File: src/logic/gpio_irq_map.vh
// Purpose: Register offsets, fields and reset values for the pin-function block
// Assumes: APB byte addresses, one 32-bit word per register
// Notes:   Definitions only
`ifndef GPIO_IRQ_MAP_VH
`define GPIO_IRQ_MAP_VH

`define OFF_IRQ_ENABLE   12'h000   // Core interrupt-enable register
`define OFF_IRQ_POLARITY 12'h004   // External interrupt polarity register
`define OFF_GP_DIR       12'h008   // Direction of general-purpose pins 9..15 and 4..7
`define OFF_GP_OUT       12'h00C   // Output data of general-purpose pins
`define OFF_GP_IN        12'h010   // Pin input levels, read only
`define OFF_IRQ_STATUS   12'h014   // Sticky event status, clear on read
`define OFF_IRQ_MASK     12'h018   // Interrupt mask, same layout as status
`define OFF_PCI_CTRL     12'h01C   // PCI side outputs and strap readback

`define IER_EXT_LSB      4         // External enables sit in bits 7:4
`define IER_EXT_MSB      7
`define ST_NMI_BIT       4         // Status: bits 3:0 external, bit 4 nmi
`define ST_WIDTH         5
`define PCI_STRAP_BIT    4         // PCI control readback of strap

`define RST_ZERO32       32'h0000_0000

`endif

File: src/logic/edge_sync.v
// Purpose: Two-flop synchroniser with selectable edge pulse
// Assumes: One clock, asynchronous active-low reset
// Notes:   First flop feeds only the second flop
`timescale 1ns/1ns
module edge_sync (
	input  wire i_ref_clk,   // Device clock
	input  wire i_rst_n,     // Asynchronous reset, active low
	input  wire i_pin,       // Raw pin level
	input  wire i_rise,      // 1 selects rising edge, 0 falling
	output wire o_level,     // Synchronised level
	output wire o_pulse      // One-cycle edge pulse
);
	reg meta;                // First stage, read only by sync
	reg sync;                // Second stage
	reg prev;                // Delayed copy for edge detect

	// Synchroniser and history
	always @(posedge i_ref_clk or negedge i_rst_n) begin
		if (!i_rst_n) begin
			meta <= 1'b0;
			sync <= 1'b0;
			prev <= 1'b0;
		end else begin
			meta <= i_pin;
			sync <= meta;
			prev <= sync;
		end
	end

	assign o_level = sync;
	// Edge only on a change, so steady levels never pulse
	assign o_pulse = i_rise ? (sync & ~prev) : (~sync & prev);
endmodule // edge_sync

File: src/logic/gpio_ext_interrupt_pins.v
// Purpose: General-purpose pins, external interrupts, nmi and PCI pin muxing
// Assumes: APB slave, inputs synchronous to i_ref_clk (interrupt and nmi pins still resynchronised)
// Notes:   PCI strap caught on the first clock after reset release
//
// Function
// Rising edge on nmi input raises request
// After reset shared pins are inputs only
// Enable bits 7:4 select interrupt use
// Interrupt pins detect edges, not levels
// Polarity bits 3:0 pick each edge
// Pins 9..15 idle after reset
// PCI mode fixes pin directions per signal
// Strap at reset selects PCI or general use
// Synchronise pins before edge detection
//
// Decided for this implementation: the register addresses and the APB slave port.
`timescale 1ns/1ns
`include "gpio_irq_map.vh"
module gpio_ext_interrupt_pins #(
	parameter NUM_EXT = 4      // Shared interrupt pins
) (
	input  wire        i_ref_clk,         // Device clock, 10 MHz
	input  wire        i_rst_n,           // Asynchronous reset, active low
	input  wire        i_psel,            // APB select
	input  wire        i_penable,         // APB access phase
	input  wire        i_pwrite,          // APB write
	input  wire [11:0] i_paddr,           // APB byte address
	input  wire [31:0] i_pwdata,          // APB write data
	output reg  [31:0] o_prdata,          // APB read data
	output reg         o_pready,          // APB ready
	output reg         o_pslverr,         // APB error on unmapped address
	input  wire        i_nmi,             // Non-maskable interrupt pin
	input  wire [3:0]  i_ext_pin,         // Pins 7..4 input level
	output reg  [3:0]  o_ext_pin,         // Pins 7..4 output level
	output reg  [3:0]  o_ext_pin_oe,      // Pins 7..4 output enable
	input  wire [6:0]  i_gp_hi,           // Pins 15..9 input level
	output reg  [6:0]  o_gp_hi,           // Pins 15..9 output level
	output reg  [6:0]  o_gp_hi_oe,        // Pins 15..9 output enable
	input  wire        i_pci_en_strap,    // PCI enable strap
	output reg         o_pci_mode,        // PCI function selected
	output reg  [3:0]  o_ext_irq,         // Edge request pulses to core
	output reg         o_nmi_req,         // Nmi request pulse to core
	output reg         o_irq              // Level interrupt, unmasked status
);
	// Pin indices of pins 15..9 within the 7-bit group
	localparam IDX_PCI_RESET = 6;   // pci_reset_in, input
	localparam IDX_PCI_CLK   = 5;   // PCI clock, input
	localparam IDX_PCI_IRQA  = 4;   // pci_irq_a_out, three-state out
	localparam IDX_PCI_GRANT = 3;   // pci_grant_in, input
	localparam IDX_PCI_REQ   = 2;   // pci_request_out, three-state out
	localparam IDX_PCI_BE3   = 1;   // pci_byte_enable_3, bidirectional
	localparam IDX_PCI_IDSEL = 0;   // pci_init_select_in, input

	// Software registers
	reg [31:0] core_irq_enable_reg;   // Bits 7:4 select interrupt use
	reg [3:0]  ext_irq_polarity_reg;  // 1 rising, 0 falling
	reg [10:0] gp_dir;                // [10:4] pins 15..9, [3:0] pins 7..4
	reg [10:0] gp_out;                // Output data, same layout
	reg [4:0]  pci_ctrl;              // [0] irq-a, [1] request, [2] be3 drive, [3] be3 value
	reg [`ST_WIDTH-1:0] irq_status;   // Sticky events
	reg [`ST_WIDTH-1:0] irq_mask;     // 1 passes the event
	reg        strap_taken;           // Strap already caught
	reg [`ST_WIDTH-1:0] next_status;  // Status after events and clear

	wire [3:0] ext_level;             // Synchronised pin levels
	wire [3:0] ext_edge;              // Qualified edge pulses
	wire       nmi_edge;              // Rising edge of nmi
	wire       wr_en;                 // Write access phase
	wire       rd_en;                 // Read access phase

	assign wr_en = i_psel & i_penable & i_pwrite;
	assign rd_en = i_psel & i_penable & ~i_pwrite;

	// Address decode, used for reads and writes
	function mapped;
		input [11:0] a;
		begin
			if (a == `OFF_IRQ_ENABLE) mapped = 1'b1;
			else if (a == `OFF_IRQ_POLARITY) mapped = 1'b1;
			else if (a == `OFF_GP_DIR) mapped = 1'b1;
			else if (a == `OFF_GP_OUT) mapped = 1'b1;
			else if (a == `OFF_GP_IN) mapped = 1'b1;
			else if (a == `OFF_IRQ_STATUS) mapped = 1'b1;
			else if (a == `OFF_IRQ_MASK) mapped = 1'b1;
			else if (a == `OFF_PCI_CTRL) mapped = 1'b1;
			else mapped = 1'b0;
		end
	endfunction

	// One synchroniser per interrupt pin
	genvar g;
	generate
		for (g = 0; g < NUM_EXT; g = g + 1) begin : gen_ext
			edge_sync u_sync (
				.i_ref_clk (i_ref_clk),
				.i_rst_n   (i_rst_n),
				.i_pin     (i_ext_pin[g]),
				.i_rise    (ext_irq_polarity_reg[g]),
				.o_level   (ext_level[g]),
				.o_pulse   (ext_edge[g])
			);
		end
	endgenerate

	// Nmi always on the rising edge
	edge_sync u_nmi (
		.i_ref_clk (i_ref_clk),
		.i_rst_n   (i_rst_n),
		.i_pin     (i_nmi),
		.i_rise    (1'b1),
		.o_level   (),
		.o_pulse   (nmi_edge)
	);

	// Strap caught once after reset release; reset value is a constant
	always @(posedge i_ref_clk or negedge i_rst_n) begin
		if (!i_rst_n) begin
			strap_taken <= 1'b0;
			o_pci_mode  <= 1'b0;
		end else if (!strap_taken) begin
			strap_taken <= 1'b1;
			o_pci_mode  <= i_pci_en_strap;
		end
	end

	// Status next value: set wins over read clear
	always @* begin
		next_status = irq_status;
		if (rd_en && i_paddr == `OFF_IRQ_STATUS) begin
			next_status = {`ST_WIDTH{1'b0}};
		end
		next_status[3:0] = next_status[3:0] | (ext_edge & core_irq_enable_reg[`IER_EXT_MSB:`IER_EXT_LSB]);
		next_status[`ST_NMI_BIT] = next_status[`ST_NMI_BIT] | nmi_edge;
	end

	// Register writes and status update
	always @(posedge i_ref_clk or negedge i_rst_n) begin
		if (!i_rst_n) begin
			core_irq_enable_reg  <= `RST_ZERO32;
			ext_irq_polarity_reg <= 4'h0;
			gp_dir               <= 11'h000;
			gp_out               <= 11'h000;
			pci_ctrl             <= 5'h00;
			irq_mask             <= 5'h00;
			irq_status           <= 5'h00;
		end else begin
			irq_status <= next_status;
			if (wr_en) begin
				if (i_paddr == `OFF_IRQ_ENABLE) begin
					core_irq_enable_reg <= i_pwdata;
				end else if (i_paddr == `OFF_IRQ_POLARITY) begin
					ext_irq_polarity_reg <= i_pwdata[3:0];
				end else if (i_paddr == `OFF_GP_DIR) begin
					gp_dir <= i_pwdata[10:0];
				end else if (i_paddr == `OFF_GP_OUT) begin
					gp_out <= i_pwdata[10:0];
				end else if (i_paddr == `OFF_IRQ_MASK) begin
					irq_mask <= i_pwdata[4:0];
				end else if (i_paddr == `OFF_PCI_CTRL) begin
					pci_ctrl <= i_pwdata[4:0];
				end
			end
		end
	end

	// APB answer: zero wait states, data registered in the setup cycle
	always @(posedge i_ref_clk or negedge i_rst_n) begin
		if (!i_rst_n) begin
			o_prdata  <= `RST_ZERO32;
			o_pready  <= 1'b0;
			o_pslverr <= 1'b0;
		end else begin
			o_pready  <= i_psel & ~i_penable;
			o_pslverr <= i_psel & ~i_penable & ~mapped(i_paddr);
			o_prdata  <= `RST_ZERO32;
			if (i_psel && !i_penable && !i_pwrite) begin
				if (i_paddr == `OFF_IRQ_ENABLE) begin
					o_prdata <= core_irq_enable_reg;
				end else if (i_paddr == `OFF_IRQ_POLARITY) begin
					o_prdata <= {28'h000_0000, ext_irq_polarity_reg};
				end else if (i_paddr == `OFF_GP_DIR) begin
					o_prdata <= {21'h00_0000, gp_dir};
				end else if (i_paddr == `OFF_GP_OUT) begin
					o_prdata <= {21'h00_0000, gp_out};
				end else if (i_paddr == `OFF_GP_IN) begin
					o_prdata <= {21'h00_0000, i_gp_hi, ext_level};
				end else if (i_paddr == `OFF_IRQ_STATUS) begin
					o_prdata <= {27'h000_0000, next_status};
				end else if (i_paddr == `OFF_IRQ_MASK) begin
					o_prdata <= {27'h000_0000, irq_mask};
				end else if (i_paddr == `OFF_PCI_CTRL) begin
					o_prdata <= {27'h000_0000, o_pci_mode, pci_ctrl[3:0]};
				end
			end
		end
	end

	// Pin drive and core outputs, all registered
	always @(posedge i_ref_clk or negedge i_rst_n) begin
		if (!i_rst_n) begin
			o_ext_pin    <= 4'h0;
			o_ext_pin_oe <= 4'h0;
			o_gp_hi      <= 7'h00;
			o_gp_hi_oe   <= 7'h00;
			o_ext_irq    <= 4'h0;
			o_nmi_req    <= 1'b0;
			o_irq        <= 1'b0;
		end else begin
			o_ext_irq <= ext_edge & core_irq_enable_reg[`IER_EXT_MSB:`IER_EXT_LSB];
			o_nmi_req <= nmi_edge;
			o_irq     <= |(irq_status & irq_mask);
			// Interrupt use forces the pin to input only
			o_ext_pin    <= gp_out[3:0];
			o_ext_pin_oe <= gp_dir[3:0] & ~core_irq_enable_reg[`IER_EXT_MSB:`IER_EXT_LSB];
			if (o_pci_mode) begin
				// Inputs never driven; outputs three-state under control
				o_gp_hi    <= 7'h00;
				o_gp_hi_oe <= 7'h00;
				o_gp_hi[IDX_PCI_IRQA]    <= 1'b0;
				o_gp_hi_oe[IDX_PCI_IRQA] <= pci_ctrl[0];
				o_gp_hi[IDX_PCI_REQ]     <= 1'b0;
				o_gp_hi_oe[IDX_PCI_REQ]  <= pci_ctrl[1];
				o_gp_hi[IDX_PCI_BE3]     <= pci_ctrl[3];
				o_gp_hi_oe[IDX_PCI_BE3]  <= pci_ctrl[2];
			end else begin
				o_gp_hi    <= gp_out[10:4];
				o_gp_hi_oe <= gp_dir[10:4];
			end
		end
	end
endmodule // gpio_ext_interrupt_pins

File: config.mk
export PLATFORM = sky130hd
export DESIGN_NAME = gpio_ext_interrupt_pins
export DESIGN_NICKNAME = d
export VERILOG_FILES = /design/src/logic/edge_sync.v /design/src/logic/gpio_ext_interrupt_pins.v
export VERILOG_INCLUDE_DIRS = /design/src /design/src/logic
export SDC_FILE = /design/constraint.sdc
export NUM_CORES = 1
export LEC_CHECK = 0
export BUFFER_PORTS_ARGS = -buffer_cell sky130_fd_sc_hd__buf_2
export CAP_MARGIN = 10
export CORE_ASPECT_RATIO = 0.5
export CORE_MARGIN = 1.5
export CORE_UTILIZATION = 50
export DETAILED_ROUTE_END_ITERATION = 8
export GPL_ROUTABILITY_DRIVEN = 1
export PLACE_DENSITY = 0.81
export SYNTH_ARGS = -nofsm -noshare
export SYNTH_HDL_FRONTEND = slang
export SYNTH_SLANG_ARGS = --single-unit
File: constraint.sdc
create_clock -name i_ref_clk -period 1.8 [get_ports i_ref_clk]
set_input_delay 0.27 -clock i_ref_clk [delete_from_list [all_inputs] [get_ports i_ref_clk]]
set_output_delay 0.27 -clock i_ref_clk [all_outputs]
set_load 0.02 [all_outputs]
Word level (Yosys, flattened, before mapping)
Cells that the tools add are included.

Bits in registers: 151. Input bits: 62. Output and inout bits: 63. Word-level logic and storage cells: 115.

Eq/ne operators: 7. Muxes and demuxes: 24. Bitwise gates (word level): 37. Reductions and logical operators: 13.

Operators with widths (number): $mux W32 (2); $eq A12 B5 Y1 const B (4); $mux W11 (4); $eq A12 B4 Y1 const B (2); $mux W5 (4); $not A1 Y1 (17); $and A1 B1 Y1 (14); $mux W7 (2); $eq A12 B3 Y1 const B (1); $logic_not A12 Y1 (1); $mux W1 (12); $and A4 B4 Y4 (2); $reduce_and A7 Y1 (1); $reduce_and A6 Y1 (1); $and A5 B5 Y5 (1); $reduce_and A5 Y1 (1); $reduce_or A5 Y1 (1); $not A4 Y4 (1); $or A4 B4 Y4 (1); $reduce_and A4 Y1 (1); $logic_and A1 B1 Y1 (3); $reduce_and A3 Y1 (1); $logic_not A1 Y1 (2); $reduce_and A2 Y1 (1); $or A1 B1 Y1 (1).

Depth between registers and ports, before layout
Depth in word-level cells: 12. Mapped depth: 7. Gate-level depth less buffers: 4.

Hierarchy
From an unflattened synthesis, not the netlist that was laid out.

Cell total of the unflattened synthesis: 420. Area, all modules: 5905.7 µm².

Modules (own cells, without submodules): gpio_ext_interrupt_pins (times used 1, cells each 390, area an instance 5417.7 µm², sequential area each 3403.3 µm²); edge_sync (times used 5, cells each 6, area an instance 97.6 µm², sequential area each 75.1 µm²).

Worst setup path before layout
No wires, ideal clock.

Path type: input to register. Start point: in i_paddr[1]. End point: reg pci_ctrl[0]. Library setup time: 125 ps. Arrival: 1493 ps. Required time: 1675 ps. Path slack: 182 ps. Cell stages on the path: 4. Buffers on the path: 0. Path through: nor4_4 nand4_1 nor3_2 mux2_2.

Longest elaborated chain between the ends: 3. Elaborated cells on any way between the ends: 12. Classes of those cells: eq/ne: 5; bitwise: 5; reduce/logical: 2.

RTL lines: start, declared (line gpio_ext_interrupt_pins.v:27) `input wire [11:0] i_paddr,`; $eq A12 B5 Y1 (no source line) (tied with other cells); $not A1 Y1 (no source line); $reduce_and A7 Y1 (no source line) *; end signal, assigned (line gpio_ext_interrupt_pins.v:160) `pci_ctrl <= i_pwdata[4:0];`; end, declared (line gpio_ext_interrupt_pins.v:59) `reg [4:0] pci_ctrl;`.

Mark *: on every way between the ends. The rest lies on a longest branch, timed or not. A chain may end at the register's enable or synchronous reset.

Worst setup path after layout
Start point: reg ext_irq_polarity_reg[1]. End point: reg o_prdata[1].

Longest elaborated chain between the ends: 10.

RTL lines: start, declared (line gpio_ext_interrupt_pins.v:56) `reg [3:0] ext_irq_polarity_reg;`; start signal, assigned (line gpio_ext_interrupt_pins.v:152) `ext_irq_polarity_reg <= i_pwdata[3:0];`; $mux W1 (line edge_sync.v:32) `assign o_pulse = i_rise ? (sync & ~prev) : (~sync & prev);`; $and A4 B4 Y4 (line gpio_ext_interrupt_pins.v:132) `` next_status[3:0] = next_status[3:0] | (ext_edge & core_irq_enable_reg[`IER_EXT_MSB:`IER_EXT_LSB]); ``; $or A4 B4 Y4 (line gpio_ext_interrupt_pins.v:132); $mux W5 (line gpio_ext_interrupt_pins.v:187) `` end else if (i_paddr == `OFF_IRQ_STATUS) begin ``; $mux W11 (line gpio_ext_interrupt_pins.v:185) `` end else if (i_paddr == `OFF_GP_IN) begin ``; $mux W11 (line gpio_ext_interrupt_pins.v:183) `` end else if (i_paddr == `OFF_GP_OUT) begin ``; $mux W11 (line gpio_ext_interrupt_pins.v:181) `` end else if (i_paddr == `OFF_GP_DIR) begin ``; $mux W11 * (line gpio_ext_interrupt_pins.v:179) `` end else if (i_paddr == `OFF_IRQ_POLARITY) begin ``; $mux W32 * (line gpio_ext_interrupt_pins.v:177) `` if (i_paddr == `OFF_IRQ_ENABLE) begin ``; $mux W32 * (line gpio_ext_interrupt_pins.v:176) `if (i_psel && !i_penable && !i_pwrite) begin`; end signal, assigned (line gpio_ext_interrupt_pins.v:178) `o_prdata <= core_irq_enable_reg;`; end signal, assigned (line gpio_ext_interrupt_pins.v:180) `o_prdata <= {28'h000_0000, ext_irq_polarity_reg};`; end signal, assigned (line gpio_ext_interrupt_pins.v:182) `o_prdata <= {21'h00_0000, gp_dir};`; end, declared (line gpio_ext_interrupt_pins.v:29) `output reg [31:0] o_prdata,`.

Marks and branches as above.

==> results.md <==
- RSZ-0062 raised after global routing: no
- CTS sink count: 151
- Reg2Reg Depth: 4
- Status: finished clean
- Clk_lat worst skew: 0.42 ns
- Die area: 0.0127 sq mm
- Asr flop ratio synth: 1.00
- Element type at the critical path end: flop
- Vias per cell: roughly 5.1
- Share of cells above drive strength 1: 0.431
- Sequential share of the synthesized area: 0.630
- Vias in the first global route: 3994
- Layout area overhead: 28.9%
- Detail Route Antenna Nets: 0
- First-pass GRT wire length: 20500 um
- Main flop type after synthesis: dfrtp_1
- Synthesized cell area: 0.00599 sq mm
- Drc violations: 0
- Flops & latches, synth: 151
- Crit path arrival time: 1.93 ns
- Overall die width: around 160 um
- Cell taking the most area after synthesis: dfrtp_1
- Cell row count: 28
- WP depth: 4
- Post-Syn Area per Cell: about 14 sq um
- DR pass1 iterations: 5
- Total global-route track usage: 0.218
- IO buf count: roughly 120
- Most frequent cells after synthesis: 151 x dfrtp_1, 50 x mux2_2, 23 x mux2_1
- TritonCTS clock tree: done
- Gpl congestion: 0.882
- Tmin final: about 1.6 ns
- Bufs on Longest Clock Path: 2
- CTS Root Cell: clkbuf_16
- Fin. Hold Viols: 0
- Crit path buffers/inverters: 0
- Final net count: ~650
- Synth Net Count: ~490
- Number of H-tree levels: 4
- Tightest Hold Check Type: input pin to flop
- Power density over the cells: just under 1000 mW/mm^2
- Post-Place Worst Slack: -0.0977 ns
- Dpl hpwl: just under 9000 um
- Drt initial violations: 300
- Max VDD drop: roughly 0.53 mV
- Number of inserted diodes: 0
- Max Fclk: 625 MHz
- Clock Pin Slew Worst Setup and Hold Paths: about 0.06 ns
- Max FO, Critical Path: 4
- CP max stage cell: or3b_2
- Setup ws final: 0.201 ns
- Via count: around 4000
- Ports: 125
- Final Cycle Share: 0.888
- Starting Density: 0.511
- Die Span Y: 80.4 um
- GR Overflow Total: 0
- Initial antenna violation count: 0
- Yosys warnings: 0
- Fin util: 0.658
- Post-synthesis cell type count: approximately 50
- Max incr delay on CP: 0.46 ns
- Routed length per instance: between 15 and 20 um
- Worst Hold Depth: 2
- Crit path kind: flop to flop
- Setup TNS: 0 ns
- Max-slew violations: 0
- CP Launch Type: flop
- Synthesized instance count: 425
- CP Cell Sequence: or3b_2 -> a21boi_0 -> o2111ai_1 -> a21oi_1
- Num CTS Buffers: 17
- Most frequent cell after synthesis: dfrtp_1
- Max-cap violation count: 0
- Top-area cell type share of the netlist area: 0.630
- Post-synth EDFFs: 0
- Ranking of synthesized cells by area: dfrtp_1 63%, mux2_2 9.4%, mux2_1 4.3%
- LEAKAGE: 4.04 nW
- Core area: approximately 0.012 sq mm
- Max Clock Skew: about 0.0075 ns
- Final setup vio count: 0
- Post_cts resized: 0
- CP required: roughly 2.1 ns
- Drt total wl: ~13000 um
- Delay-heaviest family, CP: compound AO/OA/AOI/OAI gates
- Post-CTS setup buffers: 0
- Largest net degree at the start of global routing: between 40 and 50
==> path summary, 6_finish.rpt <==
| kind | start | end | slack [ns] |
|---|---|---|---|
| setup / recovery | ext_irq_polarity_reg[1] | o_prdata[1] | 0.20 |
| hold / removal | i_penable | o_pready | 0.06 |
| setup reg to reg | ext_irq_polarity_reg[1] | o_prdata[1] | 0.20 |
| hold reg to reg | gen_ext[1].u_sync.meta | gen_ext[1].u_sync.o_level | 0.35 |
| max in group asynchronous | i_rst_n | gp_dir[9] | 0.80 |
| min in group asynchronous | i_rst_n | core_irq_enable_reg[17] | 0.33 |
==> cells by family (layout without fill, tap and decap cells) <==
family | Yosys count | count (layout) | synth area share
other | 1 | 1 | 0.000626
AOI/OAI and AO/OA | 50 | 50 | 0.0566
muxes | 86 | 86 | 0.167
and+or+nand+nor | 112 | 112 | 0.122
buffers and inverters | 25 | 199 | 0.0234
DFF | 151 | 151 | 0.630
==> power by group <==
part	switching, mW	leakage [nW]	internal (mW)	total, mW
Clock	1.36	0.310	2.49	3.86
Sequential	0.0138	2.06	3.42	3.44
Combinational	0.207	1.67	0.140	0.347
==> layer usage <==
layer,global-route usage,vias to the layer above,routed length [um]
met5,0,-,0
met3,0.0540,19,734
li1,-,1827,-
met2,0.360,121,6190
met4,0.0849,0,165
met1,0.280,1944,5510
==> cells in the final DEF, fill, tap and decap left out, drive strengths merged, types with 4 or more instances in the layout <==
master and n:
mux2 73, nand2 9, a21o 9, mux2i 9, nor2b 18, clkbuf 20
nand4 5, buf 158, and2 22, a21oi 9, clkinv 4, o21ai 9
dlygate4sd3 6, nor2 11, nor3 8, a22oi 5, inv 4, bufinv 5
nand2b 4, dfrtp 151, o211ai 4, nand3 12, mux4 4
==> what timing repair did <==
item	in CTS	in global routing
hold endpoints to repair	42	0
hold buffers	6	0
setup endpoints to repair	0	0
==> metrics by stage <==
step	power, mW	hold slack, ns	instances	area, sq um
floorplan	3.61	-0.0256	425	5990
global placement	3.83	0.208	726	7020
detailed placement	3.84	0.213	726	7020
CTS	7.71	0.0428	764	7730
global route	7.89	0.0578	764	7730
finish	7.64	0.0554	764	7730
==> cell type report <==
cell class / count / area [sq um]
clock inverters: 12 / 198
fillers: 848 / 4010
multi-input cells: 249 / 2080
inverters: 3 / 11.3
well taps: 165 / 206
clock buffers: 20 / 447
repair buffers: 164 / 1000
flip-flops and latches: 151 / 3780
Power figures use the tool's default switching activity.
